### config.mk
export PLATFORM = sky130hd
export DESIGN_NAME = asa_alu
export DESIGN_NICKNAME = d
export VERILOG_FILES = /design/src/asa_pkg.sv /design/src/asa_adder8.sv /design/src/asa_alu.sv
export SDC_FILE = /design/constraint.sdc
export NUM_CORES = 1
export LEC_CHECK = 0
export BUFFER_PORTS_ARGS = -buffer_cell sky130_fd_sc_hd__buf_2
export CORE_MARGIN = 3
export CORE_UTILIZATION = 45
export DETAILED_ROUTE_END_ITERATION = 8
export HOLD_SLACK_MARGIN = 0.08
export PLACE_DENSITY = 0.62
export SYNTH_ARGS = -nofsm -noshare
export SYNTH_HDL_FRONTEND = slang
export SYNTH_SLANG_ARGS = --single-unit
### constraint.sdc
create_clock -name clk -period 14.85 [get_ports clk]
set_input_delay 2.2275 -clock clk [delete_from_list [all_inputs] [get_ports clk]]
set_output_delay 2.2275 -clock clk [all_outputs]
set_load 0.1 [all_outputs]
### src/asa_pkg.sv
// Constants and types shared by the arithmetic and shift datapath
package asa_pkg;
	localparam int APB_AW = 8;
	localparam int DATA_W = 8;
	// Register byte addresses
	localparam logic [APB_AW-1:0] ADDR_CMD = 8'h00;
	localparam logic [APB_AW-1:0] ADDR_WREG = 8'h04;
	localparam logic [APB_AW-1:0] ADDR_FLAGS = 8'h08;
	localparam logic [APB_AW-1:0] ADDR_RAM_BASE = 8'h40;
	// Command word fields
	localparam int CMD_W = 24;
	localparam int CMD_OP_LSB = 0;
	localparam int CMD_OP_W = 5;
	localparam int CMD_IDX_LSB = 8;
	localparam int CMD_DEST_BIT = 15;
	localparam int CMD_IMM_LSB = 16;
	// Flag positions
	localparam int FLAGS_W = 4;
	localparam int FLG_NULL = 0;
	localparam int FLG_WRAP = 1;
	localparam int FLG_HALF = 2;
	localparam int FLG_SIGNED = 3;
	// Reset values
	localparam logic [DATA_W-1:0] WREG_RESET = 8'h00;
	localparam logic [FLAGS_W-1:0] FLAGS_RESET = 4'h0;
	localparam logic [CMD_W-1:0] CMD_RESET = 24'h000000;

	typedef enum logic [CMD_OP_W-1:0] {
		OP_ADD_I, OP_ADD_M, OP_ADDC_M, OP_ADDC_1, OP_SUB_I, OP_SUB_M, OP_SUB_REV,
		OP_SUBC_A, OP_SUBC_M, OP_SUBC_1, OP_INC, OP_DEC, OP_CLEAR,
		OP_SRZ, OP_SRC, OP_SLZ, OP_SLC, OP_SWAP
	} asa_op_t;

	typedef enum logic [2:0] {
		K_NONE, K_ARITH, K_SHIFT, K_CLEAR, K_SWAP
	} asa_kind_t;
endpackage

### src/asa_adder8.sv
// Eight-bit adder with nibble carry and signed overflow outputs
`timescale 1ns/1ns
module asa_adder8 import asa_pkg::*; (
	input wire logic [DATA_W-1:0] op_a,
	input wire logic [DATA_W-1:0] op_b,
	input wire logic carry_in,
	output logic [DATA_W-1:0] sum,
	output logic carry_out,
	output logic half_out,
	output logic ovf_out
);
	logic [4:0] low;
	logic [4:0] high;

	assign low = {1'h0, op_a[3:0]} + {1'h0, op_b[3:0]} + {4'h0, carry_in};
	assign high = {1'h0, op_a[7:4]} + {1'h0, op_b[7:4]} + {4'h0, low[4]};
	assign sum = {high[3:0], low[3:0]};
	assign carry_out = high[4];
	assign half_out = low[4];
	assign ovf_out = (op_a[7] == op_b[7]) && (sum[7] != op_a[7]);
endmodule // asa_adder8

### src/asa_alu.sv
// Arithmetic and shift datapath with working register, data RAM and APB access
//
// Chosen here: the address map and the APB interface to the registers.
`timescale 1ns/1ns
module asa_alu import asa_pkg::*; #(
	parameter int RAM_DEPTH = 16
) (
	input wire logic clk,
	input wire logic reset_n,
	input wire logic psel,
	input wire logic penable,
	input wire logic pwrite,
	input wire logic [APB_AW-1:0] paddr,
	input wire logic [31:0] pwdata,
	output logic [31:0] prdata,
	output logic pready,
	output logic pslverr
);
	localparam int IDX_W = $clog2(RAM_DEPTH);
	localparam logic [APB_AW-1:0] RAM_END = APB_AW'(ADDR_RAM_BASE + 4 * RAM_DEPTH);

	logic [DATA_W-1:0] working_register;
	logic [FLAGS_W-1:0] flags;
	logic [CMD_W-1:0] cmd_reg;
	logic [DATA_W-1:0] ram [RAM_DEPTH];

	// APB handshake: one wait state, outputs registered
	wire access = psel && penable;
	wire first_access = access && !pready;
	wire done = access && pready;
	wire hit_cmd = (paddr == ADDR_CMD);
	wire hit_wreg = (paddr == ADDR_WREG);
	wire hit_flags = (paddr == ADDR_FLAGS);
	wire hit_ram = (paddr >= ADDR_RAM_BASE) && (paddr < RAM_END) && (paddr[1:0] == 2'h0);
	wire addr_hit = hit_cmd || hit_wreg || hit_flags || hit_ram;
	wire [APB_AW-1:0] ram_off = paddr - ADDR_RAM_BASE;
	wire [IDX_W-1:0] bus_idx = ram_off[IDX_W+1:2];
	wire bus_wr = done && pwrite && addr_hit;
	wire exec = bus_wr && hit_cmd;

	// Command fields, taken straight from the write data at the executing edge
	wire [CMD_OP_W-1:0] op_code = pwdata[CMD_OP_LSB +: CMD_OP_W];
	wire asa_op_t op = asa_op_t'(op_code);
	wire [IDX_W-1:0] exec_idx = pwdata[CMD_IDX_LSB +: IDX_W];
	wire dest_ram = pwdata[CMD_DEST_BIT];
	wire [DATA_W-1:0] imm = pwdata[CMD_IMM_LSB +: DATA_W];
	wire [DATA_W-1:0] mem = ram[exec_idx];
	wire wrap_in = flags[FLG_WRAP];

	logic [DATA_W-1:0] opx;
	logic [DATA_W-1:0] opy;
	logic carry_raw;
	logic is_sub;
	logic to_ram;
	asa_kind_t kind;

	always_comb begin
		opx = working_register;
		opy = 8'h00;
		carry_raw = 1'h0;
		is_sub = 1'h0;
		to_ram = 1'h0;
		kind = K_ARITH;
		unique case (op)
			OP_ADD_I: begin
				opy = imm;
			end
			OP_ADD_M: begin
				opy = mem;
				to_ram = dest_ram;
			end
			OP_ADDC_M: begin
				opy = mem;
				carry_raw = wrap_in;
				to_ram = dest_ram;
			end
			OP_ADDC_1: begin
				opx = dest_ram ? mem : working_register;
				carry_raw = wrap_in;
				to_ram = dest_ram;
			end
			OP_SUB_I: begin
				opy = imm;
				is_sub = 1'h1;
			end
			OP_SUB_M: begin
				opy = mem;
				is_sub = 1'h1;
			end
			OP_SUB_REV: begin
				opx = mem;
				opy = working_register;
				is_sub = 1'h1;
				to_ram = 1'h1;
			end
			OP_SUBC_A: begin
				opy = mem;
				carry_raw = wrap_in;
				is_sub = 1'h1;
			end
			OP_SUBC_M: begin
				opx = mem;
				opy = working_register;
				carry_raw = wrap_in;
				is_sub = 1'h1;
				to_ram = 1'h1;
			end
			OP_SUBC_1: begin
				opx = dest_ram ? mem : working_register;
				carry_raw = wrap_in;
				is_sub = 1'h1;
				to_ram = dest_ram;
			end
			OP_INC: begin
				opx = mem;
				opy = 8'h01;
				to_ram = 1'h1;
			end
			OP_DEC: begin
				opx = mem;
				opy = 8'h01;
				is_sub = 1'h1;
				to_ram = 1'h1;
			end
			OP_CLEAR: begin
				kind = K_CLEAR;
				to_ram = 1'h1;
			end
			OP_SRZ, OP_SRC, OP_SLZ, OP_SLC: begin
				opx = dest_ram ? mem : working_register;
				kind = K_SHIFT;
				to_ram = dest_ram;
			end
			OP_SWAP: begin
				kind = K_SWAP;
			end
			default: begin
				kind = K_NONE;
			end
		endcase
	end

	// Subtraction adds the inverted subtrahend; borrow is the inverted carry
	wire [DATA_W-1:0] add_b = is_sub ? ~opy : opy;
	wire add_cin = is_sub ? ~carry_raw : carry_raw;
	logic [DATA_W-1:0] sum;
	logic c8;
	logic c4;
	logic ovf;

	asa_adder8 u_adder (
		.op_a(opx),
		.op_b(add_b),
		.carry_in(add_cin),
		.sum(sum),
		.carry_out(c8),
		.half_out(c4),
		.ovf_out(ovf)
	);

	wire shift_right = (op == OP_SRZ) || (op == OP_SRC);
	wire shift_in = ((op == OP_SRC) || (op == OP_SLC)) ? wrap_in : 1'h0;
	wire [DATA_W-1:0] shift_res = shift_right ? {shift_in, opx[7:1]} : {opx[6:0], shift_in};
	wire shift_out = shift_right ? opx[0] : opx[7];

	wire [FLAGS_W-1:0] arith_flags;
	assign arith_flags[FLG_NULL] = (sum == 8'h00);
	assign arith_flags[FLG_WRAP] = is_sub ? ~c8 : c8;
	assign arith_flags[FLG_HALF] = is_sub ? ~c4 : c4;
	assign arith_flags[FLG_SIGNED] = ovf;

	wire [DATA_W-1:0] result =
		(kind == K_ARITH) ? sum :
		(kind == K_SHIFT) ? shift_res :
		(kind == K_SWAP) ? {working_register[3:0], working_register[7:4]} : 8'h00;

	wire exec_live = exec && (kind != K_NONE);
	wire exec_ram = exec_live && to_ram;
	wire exec_wreg = exec_live && !to_ram;

	wire [FLAGS_W-1:0] shift_flags = {flags[3:2], shift_out, flags[0]};
	wire [FLAGS_W-1:0] next_flags =
		(exec && kind == K_ARITH) ? arith_flags :
		(exec && kind == K_SHIFT) ? shift_flags :
		(bus_wr && hit_flags) ? pwdata[FLAGS_W-1:0] : flags;

	wire [DATA_W-1:0] next_wreg =
		exec_wreg ? result :
		(bus_wr && hit_wreg) ? pwdata[DATA_W-1:0] : working_register;

	wire ram_we = exec_ram || (bus_wr && hit_ram);
	wire [IDX_W-1:0] ram_wi = exec_ram ? exec_idx : bus_idx;
	wire [DATA_W-1:0] ram_wd = exec_ram ? result : pwdata[DATA_W-1:0];

	wire [31:0] rd_value =
		hit_cmd ? {8'h00, cmd_reg} :
		hit_wreg ? {24'h000000, working_register} :
		hit_flags ? {28'h0000000, flags} :
		hit_ram ? {24'h000000, ram[bus_idx]} : 32'h00000000;

	always_ff @(posedge clk) begin
		if (!reset_n) begin
			pready <= 1'h0;
			pslverr <= 1'h0;
			prdata <= 32'h00000000;
		end else begin
			pready <= first_access;
			pslverr <= first_access && !addr_hit;
			if (first_access) begin
				prdata <= rd_value;
			end
		end
	end

	always_ff @(posedge clk) begin
		if (!reset_n) begin
			working_register <= WREG_RESET;
			flags <= FLAGS_RESET;
			cmd_reg <= CMD_RESET;
		end else begin
			working_register <= next_wreg;
			flags <= next_flags;
			if (exec) begin
				cmd_reg <= pwdata[CMD_W-1:0];
			end
		end
	end

	always_ff @(posedge clk) begin
		if (!reset_n) begin
			for (int i = 0; i < RAM_DEPTH; i++) begin
				ram[i] <= 8'h00;
			end
		end else if (ram_we) begin
			ram[ram_wi] <= ram_wd;
		end
	end

	// Helper for checks: the RAM byte at the index field of the write data one cycle earlier
	logic [IDX_W-1:0] chk_idx;
	always_ff @(posedge clk) begin
		if (!reset_n) begin
			chk_idx <= '0;
		end else begin
			chk_idx <= exec_idx;
		end
	end
	wire [DATA_W-1:0] chk_byte = ram[chk_idx];
endmodule // asa_alu

==> results, run 1 <==
- The most used standard cell by instance count after synthesis is sky130_fd_sc_hd__nand2_1.
- The number of detailed-routing iterations run before antenna repair is 6.
- The first global-routing pass estimated 55650 µm of wire.
- The clock tree from TritonCTS is built.
- For this design the ratio of total power to cell area is just under 100 nW/µm².
- The post-detailed-placement cell area is between 10000 and 15000 µm².
- Summed over all cells, the static leakage comes to 0.004473 µW.
- At the worst endpoint, the required time is approximately 15 ns.
- The number of nets still failing antenna checks after routing is 0.
- The number of antenna diodes in the final layout is 0.
- Setup repair after global routing left no endpoint under its margin.
- The synthesized area is 11480 µm².
- Setup violations remaining at the end of the flow were counted as 0.
- The overall via count from detail_route is 9217.
- Compared with the post-synthesis result, the final layout area differs by 8.652%.
- The number of setup buffers added after CTS is 0.
- The top flip-flop cell by instance count after synthesis is sky130_fd_sc_hd__edfxtp_1.
- The clock-pin transition on the worst setup and hold timing paths is 0.08 ns.
- The final weighted congestion in routability-driven placement is roughly 0.97.
- The largest buffer count on any clock path is 2.
- Summed over all instances, the cell type with the most area after synthesis is sky130_fd_sc_hd__edfxtp_1.
- Buffers inserted to repair hold after CTS numbered 0.
- The final number of hold-violating endpoints is 0.
- The area share of the largest cell type after synthesis is 0.3347.
- Of the total synthesized cell area, the portion taken by full adders, half adders and majority gates is 0.01351.
- For the final routed database, the setup TNS stands at 0 ns.
- The reported max-cap violation count is 0.
- The clock skew after layout is ~0.018 ns.
- The signal on the critical path passes through buf_2, mux4_2, mux4_2, a221oi_1, xor2_1, fa_1, inv_1, fa_1, nand2_1, nand2_1, a21oi_1, fa_1, nor2b_1, o21ai_0, nand2b_1, a211oi_1, a211oi_2, mux2i_1, nor2_1.
- The flow ran to the end, and the final reports show no timing, DRC or antenna violations.
- The clock period minus worst slack is around 8 ns.
- For the worst-skew pair, the clock arrives at the later sink with an insertion delay of roughly 0.45 ns.
- Gates resized during post-CTS repair numbered 0.
- The width of the die is ~170 µm.
- The clock tree root buffer cell is sky130_fd_sc_hd__clkbuf_16.
- The post-synthesis sequential element count is 190.
- For this run, the number of Yosys warnings is 0.
- The utilization of the core after routing is 0.5056.
- The largest single stage delay on the critical path is roughly 0.93 ns.
- The routed design uses 3145 µm of met3 wire.
- The number of different library cells used by synthesis comes to between 80 and 90.
- The number of design-rule violations left by the first detailed-router iteration is approximately 1200.
- The register with the most flip-flops in the layout has 128 of them.
- The die covers 27470 µm².
- The multiplexer share of the synthesized area is 0.1522.
- The wire length per cell is about 26 µm.
- The initial antenna violation count was 0.
- By area the synthesized netlist is led by sky130_fd_sc_hd__edfxtp_1 33%, sky130_fd_sc_hd__mux4_2 13%, sky130_fd_sc_hd__dfxtp_1 11%.
- The slowest stage of the critical path is the sky130_fd_sc_hd__mux2i_1 cell.
- The starting utilization of the core area is 0.4653.
- The main combinational cell family by area after synthesis is simple AND/OR/NAND/NOR gates.
- The capturing element type of the critical path is a flip-flop.
- For this block, the routed nets add up to around 37000 µm of wire.
- Synthesis produced 1087 cells.
- The total count of max-transition violations in the final report is 0.
- The deepest level of the CTS H-tree is 4.
- The fraction of registers with async set/reset is 0.
- The die boundary height is 165.7 µm.
- At the pin with the least slew margin, the transition time is around 1.2 ns.
- Of the total synthesized cell area, the portion taken by XOR and XNOR cells is 0.01373.
- The commonest cells after synthesis are 137 x sky130_fd_sc_hd__nand2_1, 128 x sky130_fd_sc_hd__edfxtp_1, 113 x sky130_fd_sc_hd__nor2_1.
- The floorplan step defined a core boundary enclosing 24680 µm².
- The routed length on met2 is between 15000 and 20000 µm.
- The worst setup path is of the primary input to flip-flop kind.
- The detailed router used layers up to and including met4.
- Input and output buffers added on the ports amount to 62.
- After routing the design area is around 12000 µm².
- In the global route stage, overall resource usage came out at 0.2646.
- The number of nets in the finished design is around 1200.
- In the final routing, the length of wire on met1 measures roughly 15000 µm.
- For this run, the register share of the synthesized area comes to 0.4428.
- The peak supply drop is approximately 0.000081 V.
- Static timing analysis puts the maximum clock frequency at around 130 MHz.
- The worst slew margin relative to its limit is 0.2161.
- The post-detailed-route DRC marker count is 0.
- The number of sinks handled by clock tree synthesis is 190.
- The fraction of final layout cells sized beyond drive strength 1 is 0.1833.
- The total number of placement rows is 57.
- Counting tap cells, the placed design contains a total of around 1400 instances.
- The critical path arrival is about 7.9 ns.
- Buffers inserted during clock tree synthesis total 17.
- The placed wire-length estimate after detailed placement is around 25000 µm.
- The share of the cycle needed by the critical path after routing is 0.5234.
- STA classifies the critical path startpoint as a primary input.
- The pin count of the biggest net entering global routing is between 80 and 90.
- The min-delay analysis places its worst path in the category flip-flop to flip-flop.
- In this run, synthesis inferred approximately 130 flip-flops with an integrated enable.
- The maximum fanout encountered on the critical timing path is 19.
- For this run the aggregate overflow at the end of global routing stands at 0.
- Among the stages of the critical path, the cell type that occurs most often is sky130_fd_sc_hd__fa_1.
- In this run the mean area of a mapped cell was ~11 µm².
- The I/O pin count is just under 80.
- The number of global-route vias before repair was around 9000.
- The synthesized-area fraction occupied by ao, oa, aoi and oai cells was 0.1531.
- Of the total synthesized cell area, the portion taken by AND, OR, NAND and NOR gates is 0.1823.
- The count of cells in the finished layout, fillers not included, comes to about 1400.
- In the routed layout, each cell is associated on average with a via count of roughly 6.4.
-- final timing paths --
kind         startpoint         end  slack [ns]  cells after the start
max           pwdata[9]  ram[14][7]        7.08                     19
min          prdata[19]  prdata[19]        0.46                      2
max reg2reg  ram[15][0]  ram[14][7]        8.97                     18
min reg2reg  prdata[19]  prdata[19]        0.46                      2
-- per-stage QoR --
step	power (µW)	setup WS (ns)	hold slack (ns)
CTS	1204	7.193	0.4638
finish	1204	7.078	0.4597
global placement	766.6	6.951	0.4486
floorplan	715.5	8.071	0.4403
detailed placement	769.0	6.758	0.4529
global route	1237	6.667	0.4848
-- per-layer routing --
metal | global-route usage | vias up
li1 | - | 4098
met1 | 0.3522 | 4541
met2 | 0.4129 | 475
met3 | 0.05927 | 103
met4 | 0.1277 | 0
met5 | 0 | -
-- cell families after synthesis --
logic type      after synthesis
fa+ha+maj                    10
compound gates              241
other cells                   1
mux                          89
buf+inv                     104
flops                       190
xor+xnor                     18
simple gates                434
-- area by class of cell --
cell class	count	area [µm²]
inverter	13	48.80
multi-input combinational	800	5948
sequential	190	5085
clock buffer	17	425.4
clock inverter	14	125.1
timing repair buffer	79	437.9
fill	2299	12200
tap	324	405.4
-- where the power goes --
group          switching, µW  internal (µW)
Sequential              6.43            575
Combinational            120           60.0
Clock                    223            220
-- critical path: cells and delay by family --
kind	cells	cell delay (ns)
adder cells (fa/ha/maj)	3	0.98
multiplexers	3	2.13
XOR/XNOR	1	0.23
AO/OA/AOI/OAI	5	1.36
buffers and inverters	2	0.50
AND/OR/NAND/NOR	5	0.48
-- placed cells by master (no fill, tap or decap), types with 5 or more instances in the layout --
master                        n
sky130_fd_sc_hd__clkbuf_16   17
sky130_fd_sc_hd__mux2i_1     16
sky130_fd_sc_hd__o211ai_1     5
sky130_fd_sc_hd__mux2_2       6
sky130_fd_sc_hd__a31oi_1      7
sky130_fd_sc_hd__o22ai_1      5
sky130_fd_sc_hd__buf_2       62
sky130_fd_sc_hd__dfxtp_1     62
sky130_fd_sc_hd__inv_1       12
sky130_fd_sc_hd__buf_4       17
sky130_fd_sc_hd__nand2b_1    26
sky130_fd_sc_hd__nor3b_1      6
sky130_fd_sc_hd__o21ai_0     43
sky130_fd_sc_hd__a22o_1      10
sky130_fd_sc_hd__edfxtp_1   128
sky130_fd_sc_hd__conb_1       8
sky130_fd_sc_hd__a21o_1       9
sky130_fd_sc_hd__xor2_1      10
sky130_fd_sc_hd__a22oi_1     15
sky130_fd_sc_hd__a21boi_0    47
sky130_fd_sc_hd__nor2b_1     30
sky130_fd_sc_hd__nor3_1      38
sky130_fd_sc_hd__xnor2_1      8
sky130_fd_sc_hd__and3_1       7
sky130_fd_sc_hd__ha_1         6
sky130_fd_sc_hd__a222oi_1     6
sky130_fd_sc_hd__a21oi_1     35
sky130_fd_sc_hd__a221oi_1     6
sky130_fd_sc_hd__and2_1       8
sky130_fd_sc_hd__a221o_1      6
sky130_fd_sc_hd__mux4_2      64
sky130_fd_sc_hd__nor2_1     113
sky130_fd_sc_hd__nand2_1    137
sky130_fd_sc_hd__nand3_1     30
sky130_fd_sc_hd__o31ai_1      6
Note: power is estimated with default switching activity, not from simulation.
==> inputs of run 2 (changes only) <==
--- a/config.mk
+++ b/config.mk
@@ -10,7 +10,7 @@
 export CORE_UTILIZATION = 45
 export DETAILED_ROUTE_END_ITERATION = 8
 export HOLD_SLACK_MARGIN = 0.08
-export PLACE_DENSITY = 0.62
+export PLACE_DENSITY = 0.65
 export SYNTH_ARGS = -nofsm -noshare
 export SYNTH_HDL_FRONTEND = slang
 export SYNTH_SLANG_ARGS = --single-unit
==> constraint.sdc (replaced) <==
create_clock -name clk -period 7 [get_ports clk]
set_input_delay 1.05 -clock clk [delete_from_list [all_inputs] [get_ports clk]]
set_output_delay 1.05 -clock clk [all_outputs]
set_load 0.1 [all_outputs]
==> run 2 against run 1 <==
  * Via count rose by 1.4%
  * Largest power group unchanged
  * Cell count rose by 0.84%
  * Final area rose by 1.2%
  * Setup slack got worse by 6.0 ns
  * Register-to-register slack got worse by 7.4 ns
  * Worst hold slack improved by 0.0034 ns
  * Clock skew barely moved
  * Die area did not move
  * Sequential power rose by 110%
  * Critical path type unchanged
  * Critical path depth did not move
==> results, run 2 (same netlist as run 1, synthesis figures left out) <==
- The flow ran to the end, and the final reports show no timing, DRC or antenna violations.
- The reported max-cap violation count is 0.
- The count of hold buffers inserted by post-cts repair is 0.
- For the pin with the worst max-slew slack, the measured transition is 1.162 ns.
- The starting utilization of the core area is 0.4653.
- VDD sags by at most approximately 0.00015 V.
- In the global route stage, overall resource usage came out at 0.2634.
- The largest buffer count on any clock path is 2.
- The overall via count from detail_route is 9346.
- The routed design has around 37000 µm of wire.
- For the final database, setup skew stands at about 0.018 ns.
- From bottom edge to top edge, the die measures 165.7 µm.
- The number of design-rule violations left by the first detailed-router iteration is around 1400.
- At the later pin of the worst-skew pair, clock insertion delay measures 0.45 ns.
- In this run, post-CTS repair resized a total of 0 instances.
- The largest single stage delay on the critical path is roughly 0.6 ns.
- The critical path arrival is a little over 6 ns.
- The post-route total power is about 2600 µW.
- The worst setup path is launched from a primary input.
- The number of global-route vias before repair was just over 9000.
- The number of detailed-routing iterations run before antenna repair is 5.
- The worst slew margin relative to its limit is 0.2253.
- The sequential cell area is around 5100 µm².
- The number of nets still failing antenna checks after routing is 0.
- The total count of max-transition violations in the final report was 0.
- The post-detailed-placement cell area is 12000 µm².
- The H-tree was split into 4 levels.
- TritonCTS built the clock tree.
- Walking the worst path, the cells encountered are buf_2, mux4_2, mux4_2, a221oi_1, xor2_1, fa_1, inv_1, fa_1, nand2_1, nand2_1, a21oi_1, fa_1, inv_1, fa_1, xnor2_1, nand2_1, nand2_1, o21ai_0, nor2b_1.
- The largest individual stage delay along the critical path comes from the cell sky130_fd_sc_hd__mux4_2.
- The I/O pin count is between 70 and 80.
- The wire length per cell is between 20 and 30 µm.
- The number of sinks handled by clock tree synthesis is 190.
- Dividing total power by cell area gives a power density of around 210 nW/µm².
- After routing the design area is around 13000 µm².
- The clock tree root buffer cell is sky130_fd_sc_hd__clkbuf_16.
- Setup violations remaining at the end of the flow were counted as 0.
- The initial antenna violation count is 1.
- In this run the worst hold path is classified as flip-flop to flip-flop.
- The register with the most flip-flops in the layout has 128 of them.
- Timing would allow up to around 170 MHz.
- The class of the most critical setup path is primary input to flip-flop.
- Entering global routing, the biggest net connects 76 pins.
- The final weighted congestion in routability-driven placement is a little under 1.
- The worst path in the final design needs a cycle of ~5.9 ns, including I/O delays and setup.
- The die covers roughly 27000 µm².
- The placed wire-length estimate after detailed placement is about 26000 µm.
- The final number of hold-violating endpoints is 0.
- Setup repair after global routing left no endpoint under its margin.
- The capturing element type of the critical path is a flip-flop.
- The leakage power total is between 0.004 and 0.005 µW.
- Fill cells in the final layout number between 2000 and 2500.
- The fraction of final layout cells sized beyond drive strength 1 is 0.1931.
- Summing all multi-input logic gate instances after layout gives 5948 µm².
- For the worst setup path, the data required time is between 7 and 8 ns.
- The via count normalized by instance count is about 6.4.
- The worst hold margin is ~0.46 ns.
- In the layout the commonest cells are 137 x sky130_fd_sc_hd__nand2_1, 128 x sky130_fd_sc_hd__edfxtp_1, 113 x sky130_fd_sc_hd__nor2_1.
- Buffers placed on the I/O ports in this run total a little over 60.
- The floorplan step set the die width to ~170 µm.
- Compared with the post-synthesis result, the final layout area differs by 9.960%.
- The share of the cycle needed by the critical path after routing is 0.8454.
- After floorplanning, the core was divided into 57 placement rows.
- After clock tree synthesis, the clock-pin slew on the worst setup and hold paths is 0.08 ns.
- The maximum fanout encountered on the critical timing path is 6.
- Adding up every negative setup slack in the final design gives 0 ns.
- TritonCTS created 17 clock buffers.
- Once the clock tree was built, the setup fixing pass inserted 0 buffers.
- For this run, design rule violations remaining after detail routing come to 0.
- The first-pass GRT wire length is about 56000 µm.
- After global routing the overflow that remains totals 0.
- The library cell used most frequently in the layout, excluding fill and tap cells, is sky130_fd_sc_hd__nand2_1.
- The floorplan step defined a core boundary enclosing 24680 µm².
- The number of nets in the finished design is between 1000 and 1500.
run 2: cell count changes in the layout (fill, tap and decap cells not counted):
cell,previous run,this run
sky130_fd_sc_hd__diode_2,0,1
sky130_fd_sc_hd__inv_12,0,2
sky130_fd_sc_hd__buf_4,17,27
sky130_fd_sc_hd__inv_6,2,1
sky130_fd_sc_hd__clkbuf_16,17,18
sky130_fd_sc_hd__clkinv_4,3,1
sky130_fd_sc_hd__clkinv_1,3,1
sky130_fd_sc_hd__clkinv_8,1,4
run 2: layout make-up:
class	count	area share
Multi-Input combinational cell	800	0.4711
Sequential cell	190	0.4027
Timing Repair Buffer	89	0.04063
Clock buffer	18	0.03568
Tap cell	324	0.03211
Clock inverter	14	0.01368
Inverter	13	0.003865
Antenna cell	1	0.0001982
run 2: worst max-delay path: cells and delay by family:
family | cells | cell delay, ns
AND/OR/NAND/NOR | 5 | 0.83
buffers and inverters | 3 | 0.37
AO/OA/AOI/OAI | 3 | 0.85
adder cells (fa/ha/maj) | 4 | 1.44
XOR/XNOR | 2 | 0.45
multiplexers | 2 | 1.13
run 2: final timing paths:
| kind | start | to | slack (ns) | cells past startpoint |
|---|---|---|---|---|
| worst min-delay path | cmd_reg[0] | cmd_reg[0] | 0.46 | 2 |
| worst max-delay path | pwdata[9] | ram[6][6] | 1.08 | 19 |
| worst max register to register | ram[13][0] | ram[6][6] | 1.56 | 18 |
| worst min register to register | cmd_reg[0] | cmd_reg[0] | 0.46 | 2 |
run 2: power by group:
| part | switching, µW | internal [µW] | total (µW) |
|---|---|---|---|
| registers | 14.8 | 1220 | 1230 |
| logic | 254 | 130 | 384 |
| clock network | 510 | 509 | 1020 |
| total | 779 | 1860 | 2640 |
run 2: routing by layer:
| layer | routed length [µm] | GRT usage | part of all wire |
|---|---|---|---|
| met1 | 14330 | 0.3645 | 0.39 |
| met2 | 17170 | 0.4199 | 0.47 |
| met3 | 3482 | 0.04070 | 0.095 |
| met4 | 1515 | 0.1056 | 0.042 |
| met5 | 0 | 0 | 0 |
run 2: metrics by stage:
step / setup slack (ns) / utilization / std cells
CTS: 1.202 / 0.5116 / 1448
global placement: 0.8379 / 0.4863 / 1416
floorplan: 1.399 / - / 1094
finish: 1.082 / 0.5117 / 1449
detailed placement: 0.7633 / 0.4863 / 1416
global route: 0.8922 / 0.5117 / 1449
